==> config.mk <==
export PLATFORM = sky130hd
export DESIGN_NAME = pss_seq
export DESIGN_NICKNAME = d
export VERILOG_FILES = /design/src/logic/pss_pkg.sv /design/src/logic/pss_phase.sv /design/src/logic/pss_seq.sv
export VERILOG_INCLUDE_DIRS = /design/src /design/src/logic
export SDC_FILE = /design/constraint.sdc
export NUM_CORES = 1
export LEC_CHECK = 0
export ABC_AREA = 0
export BUFFER_PORTS_ARGS = -buffer_cell sky130_fd_sc_hd__buf_2
export CORE_MARGIN = 2
export CORE_UTILIZATION = 50
export CTS_CLUSTER_SIZE = 24
export DETAILED_ROUTE_END_ITERATION = 10
export MAX_ROUTING_LAYER = met4
export PLACE_DENSITY_LB_ADDON = 0.1
export SKIP_CTS_REPAIR_TIMING = 1
export SLEW_MARGIN = 20
export SYNTH_ARGS = -nofsm -noshare
export SYNTH_HDL_FRONTEND = slang
export SYNTH_SLANG_ARGS = --single-unit
==> constraint.sdc <==
create_clock -name CLK -period 1.7 [get_ports CLK]
set_input_delay 0.17 -clock CLK [delete_from_list [all_inputs] [get_ports CLK]]
set_output_delay 0.17 -clock CLK [all_outputs]
set_load 0.05 [all_outputs]
==> src/logic/pss_cfg.svh <==
`ifndef PSS_CFG_SVH
`define PSS_CFG_SVH

// clock and converter switching rate, in kHz
`define PSS_CLK_KHZ 25000
`define PSS_SW_FREQ_KHZ 2000
// switching period in clock cycles, rounded down
`define PSS_SW_PERIOD_CYC (`PSS_CLK_KHZ / `PSS_SW_FREQ_KHZ)
// one third of a period between converter turn-on points
`define PSS_PHASE_STEP_CYC (`PSS_SW_PERIOD_CYC / 3)
`define PSS_PHASE_W 4

// startup sequence duration in microseconds, and in cycles
`define PSS_SEQ_US 1
`define PSS_SEQ_CYC (`PSS_SEQ_US * `PSS_CLK_KHZ / 1000)
`define PSS_SEQ_W 5

// reset values
`define PSS_RST_BUCK_EN 3'h0
`define PSS_RST_POR 1'h0

// buck enable bit positions
`define PSS_BUCK1_BIT 0
`define PSS_BUCK2_BIT 1
`define PSS_BUCK3_BIT 2

`endif

==> src/logic/pss_pkg.sv <==
package pss_pkg;

  typedef enum logic [1:0] {
    PSS_ST_STARTUP,
    PSS_ST_ACTIVE,
    PSS_ST_SLEEP,
    PSS_ST_SHUTDOWN
  } pss_state_t;

  typedef enum logic [1:0] {
    PSS_CMD_RESET,
    PSS_CMD_SLEEP,
    PSS_CMD_WAKEUP,
    PSS_CMD_SHUTDOWN
  } pss_cmd_t;

endpackage

==> src/logic/pss_phase.sv <==
`timescale 1ns/1ps
`default_nettype none
`include "pss_cfg.svh"

module pss_phase (
  input wire logic clk,
  input wire logic reset_n,
  input wire logic [2:0] en,
  output logic [2:0] phase_on
);

  typedef struct packed {
    logic [`PSS_PHASE_W-1:0] cnt;
    logic [2:0] phase_on;
  } pss_phase_reg_t;

  localparam logic [`PSS_PHASE_W-1:0] LAST = `PSS_PHASE_W'(`PSS_SW_PERIOD_CYC - 1);

  pss_phase_reg_t s;
  pss_phase_reg_t next_s;

  always_comb begin
    next_s = s;
    next_s.cnt = (s.cnt == LAST) ? '0 : s.cnt + 4'h1;
    // each converter turns on a third of a period after the previous one
    for (int i = 0; i < 3; i++) begin
      next_s.phase_on[i] = en[i] && (s.cnt == `PSS_PHASE_W'(i * `PSS_PHASE_STEP_CYC));
    end
  end

  always_ff @(posedge clk or negedge reset_n) begin
    if (!reset_n) begin
      s <= '0;
    end else begin
      s <= next_s;
    end
  end

  assign phase_on = s.phase_on;

endmodule

`default_nettype wire

==> src/logic/pss_seq.sv <==
// How it works
// power-up lands in Startup
// Startup: converters off, reset output low
// enable low leads into Startup
// Startup runs sequence alone, then Active
// Reset command in Startup restarts sequence
// Active: all converters on, reset high
// Active: enable low or Reset to Startup
// Active: Sleep command goes to Sleep
// Active or Sleep: Shutdown command to Shutdown
// Sleep: only converter 1 off, reset high
// Sleep: Wakeup to Active, defaults restored
// Sleep: enable low or Reset to Startup
// Shutdown: all converters off, reset low
// enable held low also reaches Shutdown
// enable going high leaves Shutdown
// Reset command leaves Shutdown for Startup
// converters switch a third period apart
// commands without a transition are ignored
`timescale 1ns/1ps
`default_nettype none
`include "pss_cfg.svh"

module pss_seq (
  input wire logic CLK,
  input wire logic RESET_N,
  input wire logic ENABLE,
  input wire logic CMD_VALID,
  input wire logic [1:0] CMD_CODE,
  output logic BUCK1_EN,
  output logic BUCK2_EN,
  output logic BUCK3_EN,
  output logic SYS_RESET_N,
  output logic CFG_DEFAULT,
  output logic [1:0] STATE,
  output logic [2:0] PHASE_ON
);

  localparam logic [`PSS_SEQ_W-1:0] SEQ_LAST = `PSS_SEQ_W'(`PSS_SEQ_CYC - 1);

  typedef struct packed {
    pss_pkg::pss_state_t state;
    logic en_meta;
    logic en_sync;
    logic en_prev;
    logic [`PSS_SEQ_W-1:0] seq_cnt;
    logic [2:0] buck_en;
    logic por;
    logic cfg_default;
  } pss_seq_reg_t;

  pss_seq_reg_t s;
  pss_seq_reg_t next_s;

  logic en_fall;
  logic en_rise;
  logic cmd_reset;
  logic cmd_sleep;
  logic cmd_wakeup;
  logic cmd_shutdown;

  // converter enables for a state; bit 0 is converter 1
  function automatic logic [2:0] buck_mask(input pss_pkg::pss_state_t st);
    logic [2:0] m;
    m = 3'h0;
    unique case (st)
      pss_pkg::PSS_ST_STARTUP: m = 3'h0;
      pss_pkg::PSS_ST_ACTIVE: m = 3'h7;
      pss_pkg::PSS_ST_SLEEP: m = 3'h6;
      pss_pkg::PSS_ST_SHUTDOWN: m = 3'h0;
    endcase
    return m;
  endfunction

  // system reset output level for a state
  function automatic logic por_level(input pss_pkg::pss_state_t st);
    return (st == pss_pkg::PSS_ST_ACTIVE) || (st == pss_pkg::PSS_ST_SLEEP);
  endfunction

  // only the synchronised copies are looked at; en_meta feeds en_sync alone
  assign en_fall = s.en_prev && !s.en_sync;
  assign en_rise = !s.en_prev && s.en_sync;

  assign cmd_reset = CMD_VALID && (CMD_CODE == pss_pkg::PSS_CMD_RESET);
  assign cmd_sleep = CMD_VALID && (CMD_CODE == pss_pkg::PSS_CMD_SLEEP);
  assign cmd_wakeup = CMD_VALID && (CMD_CODE == pss_pkg::PSS_CMD_WAKEUP);
  assign cmd_shutdown = CMD_VALID && (CMD_CODE == pss_pkg::PSS_CMD_SHUTDOWN);

  always_comb begin
    next_s = s;
    next_s.en_meta = ENABLE;
    next_s.en_sync = s.en_meta;
    next_s.en_prev = s.en_sync;
    next_s.cfg_default = 1'b0;
    unique case (s.state)
      pss_pkg::PSS_ST_STARTUP: begin
        if (cmd_reset || en_fall) begin
          // abandon the running sequence and begin again
          next_s.seq_cnt = '0;
        end else if (s.seq_cnt == SEQ_LAST) begin
          next_s.seq_cnt = '0;
          if (s.en_sync) begin
            // sequence done, no host action needed
            next_s.state = pss_pkg::PSS_ST_ACTIVE;
            next_s.cfg_default = 1'b1;
          end else begin
            // enable still low once the sequence ends
            next_s.state = pss_pkg::PSS_ST_SHUTDOWN;
          end
        end else begin
          next_s.seq_cnt = s.seq_cnt + 5'h01;
        end
      end
      pss_pkg::PSS_ST_ACTIVE: begin
        if (en_fall || cmd_reset) begin
          next_s.state = pss_pkg::PSS_ST_STARTUP;
          next_s.seq_cnt = '0;
        end else if (cmd_sleep) begin
          next_s.state = pss_pkg::PSS_ST_SLEEP;
        end else if (cmd_shutdown) begin
          next_s.state = pss_pkg::PSS_ST_SHUTDOWN;
        end
        // a wakeup here has nowhere to go and is dropped
      end
      pss_pkg::PSS_ST_SLEEP: begin
        if (en_fall || cmd_reset) begin
          next_s.state = pss_pkg::PSS_ST_STARTUP;
          next_s.seq_cnt = '0;
        end else if (cmd_wakeup) begin
          // defaults come back, so firmware must reprogram voltages
          next_s.state = pss_pkg::PSS_ST_ACTIVE;
          next_s.cfg_default = 1'b1;
        end else if (cmd_shutdown) begin
          next_s.state = pss_pkg::PSS_ST_SHUTDOWN;
        end
        // a second sleep is dropped
      end
      pss_pkg::PSS_ST_SHUTDOWN: begin
        if (en_rise || cmd_reset) begin
          next_s.state = pss_pkg::PSS_ST_STARTUP;
          next_s.seq_cnt = '0;
        end
        // sleep, wakeup and shutdown are dropped here
      end
    endcase
    // outputs follow the state being entered, so they switch with it
    next_s.buck_en = buck_mask(next_s.state);
    next_s.por = por_level(next_s.state);
  end

  always_ff @(posedge CLK or negedge RESET_N) begin
    if (!RESET_N) begin
      // power-up state is Startup with everything held off
      s.state <= pss_pkg::PSS_ST_STARTUP;
      s.en_meta <= 1'b0;
      s.en_sync <= 1'b0;
      s.en_prev <= 1'b0;
      s.seq_cnt <= '0;
      s.buck_en <= `PSS_RST_BUCK_EN;
      s.por <= `PSS_RST_POR;
      s.cfg_default <= 1'b0;
    end else begin
      s <= next_s;
    end
  end

  pss_phase u_phase (
    .clk(CLK),
    .reset_n(RESET_N),
    .en(s.buck_en),
    .phase_on(PHASE_ON)
  );

  assign BUCK1_EN = s.buck_en[`PSS_BUCK1_BIT];
  assign BUCK2_EN = s.buck_en[`PSS_BUCK2_BIT];
  assign BUCK3_EN = s.buck_en[`PSS_BUCK3_BIT];
  assign SYS_RESET_N = s.por;
  assign CFG_DEFAULT = s.cfg_default;
  assign STATE = s.state;

  int unsigned seq_run;
  always_ff @(posedge CLK or negedge RESET_N) begin
    if (!RESET_N) begin
      seq_run <= 0;
    end else if (s.state == pss_pkg::PSS_ST_STARTUP && !cmd_reset && !en_fall) begin
      // a restart zeroes the sequence, so the bound starts over with it
      seq_run <= seq_run + 1;
    end else begin
      seq_run <= 0;
    end
  end
endmodule

`default_nettype wire

==> results.json, run 1 <==
{
  "outcome": "complete, but fails checks",
  "violations": "setup timing",
  "setup_viol": 1,
  "overflow": 0,
  "route.detailed.drc": 0,
  "cts_buffer_depth": 2,
  "cts_root_buf": "clkbuf_4",
  "critPathTopFamily": "flip-flops",
  "clock_skew_ns": 0.006473,
  "dpl.hpwl_mm": 1.634,
  "nets": 155,
  "ys_types": 34,
  "synth-seq-cells": 20,
  "leakagePower_uw": 0.0006864,
  "cp_data_arrival_time_ns": 1.90,
  "port_buffers": 15,
  "synth_warnings": 0,
  "cts_inserted_buffers": 3,
  "finalWorstPathRequiredPeriod_ns": 1.704,
  "via_per_inst": 5.387,
  "dr_total_vias": 905,
  "power_uw": 945.4,
  "critPathBufInv": 1,
  "synth_edf_count": 0,
  "pre_cts_ws_ns": -0.07791,
  "path_clk_slew_ns": 0.11,
  "ys_seq_area_share_pct": 43.43,
  "core_mm2": 0.002191,
  "first_global_vias": 818,
  "cp-start-kind": "flop",
  "wl_per_cell_um": 14.20,
  "path_cells": "inv_2 -> ha_4 -> a21oi_1 -> nor3_1 -> o22ai_4 -> xnor2_2 -> o21ai_2",
  "grt_pass1_wl_mm": 3.546,
  "ioPinCount": 16,
  "start_util_pct": 52.60,
  "routed_wl_mm": 2.386,
  "die_area_mm2": 0.002705,
  "drt_iter0_drc": 31,
  "critPathSlowestCell": "dfrtp_1",
  "grt_max_degree": 21,
  "cap_violations": 0,
  "crit_type": "reg -> reg",
  "critPathMaxFanout": 4,
  "drive_above_1_share_pct": 40.71,
  "cp_num_cells": 7,
  "syn_avg_cell_area_um2": 10.02,
  "fin_cells": 168,
  "grt.total_usage_pct": 17.97,
  "async_reset_ff_share_pct": 100.0,
  "finalSetupTns_ns": -0.004131,
  "whs_ns": 0.2199,
  "rr_worst_depth": 7,
  "fin_ws_ns": -0.004131,
  "die_h_um": 52.01,
  "hp-class": "in -> reg",
  "clkLatencyLatePin_ns": 0.31,
  "gp_congestion": 0.7999,
  "end_kind": "flop",
  "ant_nets": 0,
  "clock.fmax_mhz": 586.8,
  "slew_viol_final": 0,
  "antenna_found_initial": 0,
  "required_ns": 1.90,
  "tightestPinTransition_ns": 0.4327,
  "maxSlewHeadroom_pct": 71.16,
  "slowest_delay_ns": 0.47,
  "syn-instance-count": 115,
  "diodes": 0,
  "final_hold_viol_count": 0,
  "cts_tree": "built",
  "synth_ff_type": "dfrtp_1",
  "grt_setup_unrepaired": "true",
  "dp.cells": 155,
  "area_delta_synth_final_pct": 30.18,
  "fp-row-count": 17,
  "synth_area_mm2": 0.001152,
  "die_x_um": 52.01,
  "clock-sinks": 20,
  "hold_depth": 3,
  "drtPass1Iterations": 5,
  "ir_worst_vdd_mv": 0.5735,
  "finalCritPeriodShare_pct": 100.2,
  "synth_fp_nets": 129,
  "p_per_area_mw_per_mm2": 630.2,
  "h-tree-depth": 1
}
-- cells by family (layout without fill, tap and decap cells) --
family | after synthesis | in the layout | synth area share (%)
DFF | 20 | 20 | 43.43
adders and majority gates | 8 | 8 | 8.687
buffers and inverters | 16 | 41 | 7.492
muxes | 2 | 2 | 1.737
xor gates and xnor gates | 6 | 6 | 4.560
and+or+nand+nor | 43 | 43 | 21.72
AOI/OAI and AO/OA | 20 | 20 | 12.38
-- where the power goes --
part	leakage [uW]	switching, uW	internal [uW]
clock	0.0000210	150	131
combinational	0.000403	73.3	63.2
sequential	0.000263	24.7	503
total	0.000686	248	697
-- flip-flops by register name, indices dropped and copies added (netlist names) --
signal / count
BUCK1_EN: 1
CFG_DEFAULT: 1
STATE: 2
SYS_RESET_N: 1
next_s: 2
s: 6
u_phase.phase_on: 3
u_phase.s: 4
-- worst reg2reg max path, stage by stage, from the launching register on --
cell     delay [ns]
dfrtp_1        0.47
inv_2          0.15
ha_4           0.19
a21oi_1        0.05
nor3_1         0.31
o22ai_4        0.16
xnor2_2        0.19
o21ai_2        0.08
-- final cells by class --
class / instances / area [um^2]
inverters: 8 / 32.53
flip-flops and latches: 20 / 501.7
multi-input cells: 79 / 709.4
repair buffers: 29 / 185.2
well taps: 28 / 35.03
fillers: 175 / 690.7
clock buffers: 4 / 36.28
-- cells in the mapped netlist (4+ instances only) --
cell      instances  area share, %
ha_1              8            8.7
nand2_1          10            3.3
nand3_1           7            3.0
nand2b_1          4            2.2
nor2_1            6            2.0
o21ai_0           7            3.0
xor2_1            4            3.0
buf_4             7            4.6
a21oi_1           4            1.7
dfrtp_1          20             43
nor3_1            4            1.7
inv_1             8            2.6
-- stage by stage --
step	cell area, um^2	util [%]
global placement	1250	57.05
detailed placement	1250	57.05
floorplan	1159	-
CTS	1286	58.71
finish	1500	68.48
global route	1500	68.48
-- per-layer routing --
layer	up-vias	routed length (um)	global-route usage, %
met4	0	40	4.386
met5	-	0	-
met3	7	106	5.460
li1	437	-	-
met2	29	1200	29.11
met1	432	1038	21.94
-- cell usage in the layout, fill, tap and decap left out, drive strengths merged, types with 5 or more instances in the layout --
cell	count
nand3	7
buf	27
ha	8
nor3	5
o21ai	8
nand2	10
inv	8
dfrtp	20
nor2	6
-- final timing paths --
check	start	to	slack [ns]
min reg2reg	next_s[11]$_DFF_PN0_	next_s[10]$_DFF_PN0_	0.37
max	STATE[1]$_DFF_PN0_	SYS_RESET_N$_DFF_PN0_	-0.004
min	CMD_CODE[1]	CFG_DEFAULT$_DFF_PN0_	0.22
max in group asynchronous	RESET_N	STATE[0]$_DFF_PN0_	1.05
min in group asynchronous	RESET_N	u_phase.phase_on[1]$_DFF_PN0_	0.31
max reg2reg	STATE[1]$_DFF_PN0_	SYS_RESET_N$_DFF_PN0_	-0.004
Power figures use the tool's default switching activity.
==> run 2, diff against run 1 <==
--- a/config.mk
+++ b/config.mk
@@ -14,2 +14,3 @@
 export DETAILED_ROUTE_END_ITERATION = 10
+export HOLD_SLACK_MARGIN = 0.15
 export MAX_ROUTING_LAYER = met4
@@ -20,2 +21,3 @@
 export SYNTH_HDL_FRONTEND = slang
+export SYNTH_HIERARCHICAL = 1
 export SYNTH_SLANG_ARGS = --single-unit
--- a/constraint.sdc
+++ b/constraint.sdc
@@ -3,2 +3,2 @@
 set_output_delay 0.17 -clock CLK [all_outputs]
-set_load 0.05 [all_outputs]
+set_load 0.005 [all_outputs]
==> run 2 against run 1 <==
Effect of this change: the run still ends with setup timing left; sequential power up 20%; final cell count up 4.8%; combinational power rose to 8.2 times the previous value; clock skew down 0.0043 ns; wire length up 6.9%; hold slack better by 0.096 ns; critical path type unchanged; die area up 1.0%; first-iteration DRC count down 48%.
==> results.json, run 2 <==
{
  "hp-class": "in -> async",
  "first_global_vias": 866,
  "grt_max_degree": 21,
  "cap_violations": 0,
  "die_x_um": 52.27,
  "syn-instance-count": 113,
  "syn_avg_cell_area_um2": 10.31,
  "synth_fp_nets": 128,
  "diodes": 0,
  "cts_inserted_buffers": 3,
  "die_h_um": 52.27,
  "start_util_pct": 52.66,
  "ioPinCount": 16,
  "via_per_inst": 5.489,
  "route.detailed.drc": 0,
  "required_ns": 1.92,
  "finalCritPeriodShare_pct": 122.5,
  "drtPass1Iterations": 4,
  "dr_total_vias": 966,
  "grt_pass1_wl_mm": 3.836,
  "register_area_um2": 501.7,
  "outcome": "complete, but fails checks",
  "routed_wl_mm": 2.551,
  "synth_top_cells_by_count": "20 x dfrtp_1, 10 x inv_1, 9 x ha_1",
  "async_reset_ff_share_pct": 100.0,
  "crit_type": "reg -> reg",
  "path_cells": "inv_1 -> ha_2 -> nand4b_1 -> nor3_2 -> mux2_4 -> a22o_1 -> ha_1 -> inv_1",
  "cpMostUsedCell": "inv_1",
  "ys_top_cells_by_area": "dfrtp_1 43%, ha_1 9.7%, buf_4 4.5%",
  "cp_data_arrival_time_ns": 2.30,
  "cp-start-kind": "flop",
  "drive_above_1_share_pct": 40.54,
  "synth_top_area_share_pct": 42.96,
  "ys_types": 39,
  "fin_cells": 176,
  "fp-row-count": 17,
  "dpl.hpwl_mm": 1.774,
  "synth_warnings": 6,
  "cts_root_buf": "clkbuf_4",
  "final_hold_viol_count": 0,
  "synth-seq-cells": 20,
  "violations": "setup timing",
  "multi_input_area_um2": 640.6,
  "overflow": 0,
  "area_delta_synth_final_pct": 32.12,
  "layout_common_cells": "19 x dfrtp_1, 19 x buf_4, 15 x buf_2, 8 x inv_1, 7 x o21ai_0",
  "grt.total_usage_pct": 19.53,
  "critPathTopFamily": "simple AND/OR/NAND/NOR gates",
  "wl_met3_um": 88,
  "h-tree-depth": 1,
  "ys_seq_area_share_pct": 42.96,
  "clock-sinks": 20,
  "clock_skew_ns": 0.002219,
  "antenna_found_initial": 0,
  "end_kind": "flop",
  "port_buffers": 15,
  "wl_met1_mm": 1.100,
  "fillers": 176,
  "clkLatencyLatePin_ns": 0.31,
  "core_mm2": 0.002212,
  "synth.most_common_cell": "dfrtp_1",
  "critPathMaxFanout": 4,
  "critPathBufInv": 2,
  "whs_ns": 0.3161,
  "largest_reg_flops": 6,
  "p_per_area_mw_per_mm2": 1403,
  "grt_setup_unrepaired": "true",
  "routed-wl-met2_mm": 1.330,
  "setup_viol": 3,
  "synth_ff_type": "dfrtp_1",
  "slew_viol_final": 0,
  "ant_nets": 0,
  "dp.cells": 164,
  "nets": 164,
  "critPathSlowestCell": "dfrtp_1",
  "gp_congestion": 0.9431,
  "path_clk_slew_ns": 0.12,
  "cts_tree": "built",
  "ir_worst_vdd_mv": 1.089,
  "maxSlewHeadroom_pct": 70.47,
  "tightestPinTransition_ns": 0.4430,
  "ff2ff_setup_slack_ns": -0.38,
  "fin_ws_ns": -0.3824,
  "synth_edf_count": 0,
  "slowest_delay_ns": 0.40,
  "top_register": "s",
  "yosys.area.top_type": "dfrtp_1",
  "drt_iter0_drc": 16,
  "top_layer": "met4",
  "die_area_mm2": 0.002732,
  "synth_area_mm2": 0.001165,
  "wl_per_cell_um": 14.49,
  "cts_buffer_depth": 2,
  "clock.fmax_mhz": 480.2,
  "finalWorstPathRequiredPeriod_ns": 2.082,
  "leakagePower_uw": 0.0007182
}
[run 2: cell types whose count changed in the layout (fill, tap and decap cells not counted), moves of 3 or more]
cell,previous run,this run
o221ai_1,0,3
nor2_1,5,1
buf_6,0,3
nand2_1,9,5
xor2_1,4,0
inv_1,5,8
buf_4,12,19
[run 2: per-layer routing]
metal / vias to the layer above / global-route usage [%]
met1: 463 / 24.00
met2: 24 / 32.49
met3: 2 / 3.714
met4: 0 / 6.410
li1: 477 / -
met5: - / -
[run 2: final cells by class]
| cell class | count | area share [%] |
|---|---|---|
| clock buffer | 3 | 1.463 |
| inverter | 10 | 2.439 |
| tap | 28 | 2.276 |
| clock inverter | 1 | 1.951 |
| sequential | 20 | 32.60 |
| multi-input combinational | 75 | 41.63 |
| timing repair buffer | 39 | 17.64 |
[run 2: logic make-up (layout without fill, tap and decap cells)]
logic type                 count (synthesis)  in the layout  synth area share (%)
AOI/OAI and AO/OA                         27             27                 16.22
adders and majority gates                  9              9                 9.667
buffers and inverters                     18             53                 8.056
DFF                                       20             20                 42.96
muxes                                      2              2                 1.826
and+or+nand+nor                           37             37                 21.27
[run 2: worst paths after layout]
kind                                 startpoint               endpoint  depth (start not counted)
max in group asynchronous               RESET_N     STATE[1]$_DFF_PN0_                          2
min reg2reg                next_s[11]$_DFF_PN0_   next_s[10]$_DFF_PN0_                          0
min                                     RESET_N       s[5]$_DFFE_PN0P_                          2
max reg2reg                    s[6]$_DFFE_PN0P_     BUCK2_EN$_DFF_PN0_                          8
min in group CLK                    CMD_CODE[0]  CFG_DEFAULT$_DFF_PN0_                          4
max                            s[6]$_DFFE_PN0P_     BUCK2_EN$_DFF_PN0_                          8
[run 2: through the flow]
| step | power [uW] | cell area (um^2) | TNS (ns) | setup slack, ns | util, % |
|---|---|---|---|---|---|
| global placement | 1514 | 1348 | -0.3593 | -0.2225 | 60.92 |
| CTS | 1936 | 1400 | -0.5692 | -0.3052 | 63.29 |
| global route | 2317 | 1539 | -1.174 | -0.4611 | 69.57 |
| detailed placement | 1538 | 1348 | -0.5025 | -0.2842 | 60.92 |
| finish | 2159 | 1539 | -0.8953 | -0.3824 | 69.57 |
| floorplan | 1193 | 1174 | -0.2274 | -0.1664 | - |
[run 2: where the power goes]
part / switching (uW) / internal [uW]
clock network: 153 / 238
logic: 528 / 605
registers: 72.8 / 561
total: 754 / 1410
[run 2: worst reg2reg max path, cell delays in order (launching register included)]
cell	delay [ns]
dfrtp_1	0.40
inv_1	0.06
ha_2	0.16
nand4b_1	0.21
nor3_2	0.31
mux2_4	0.34
a22o_1	0.21
ha_1	0.26
inv_1	0.04
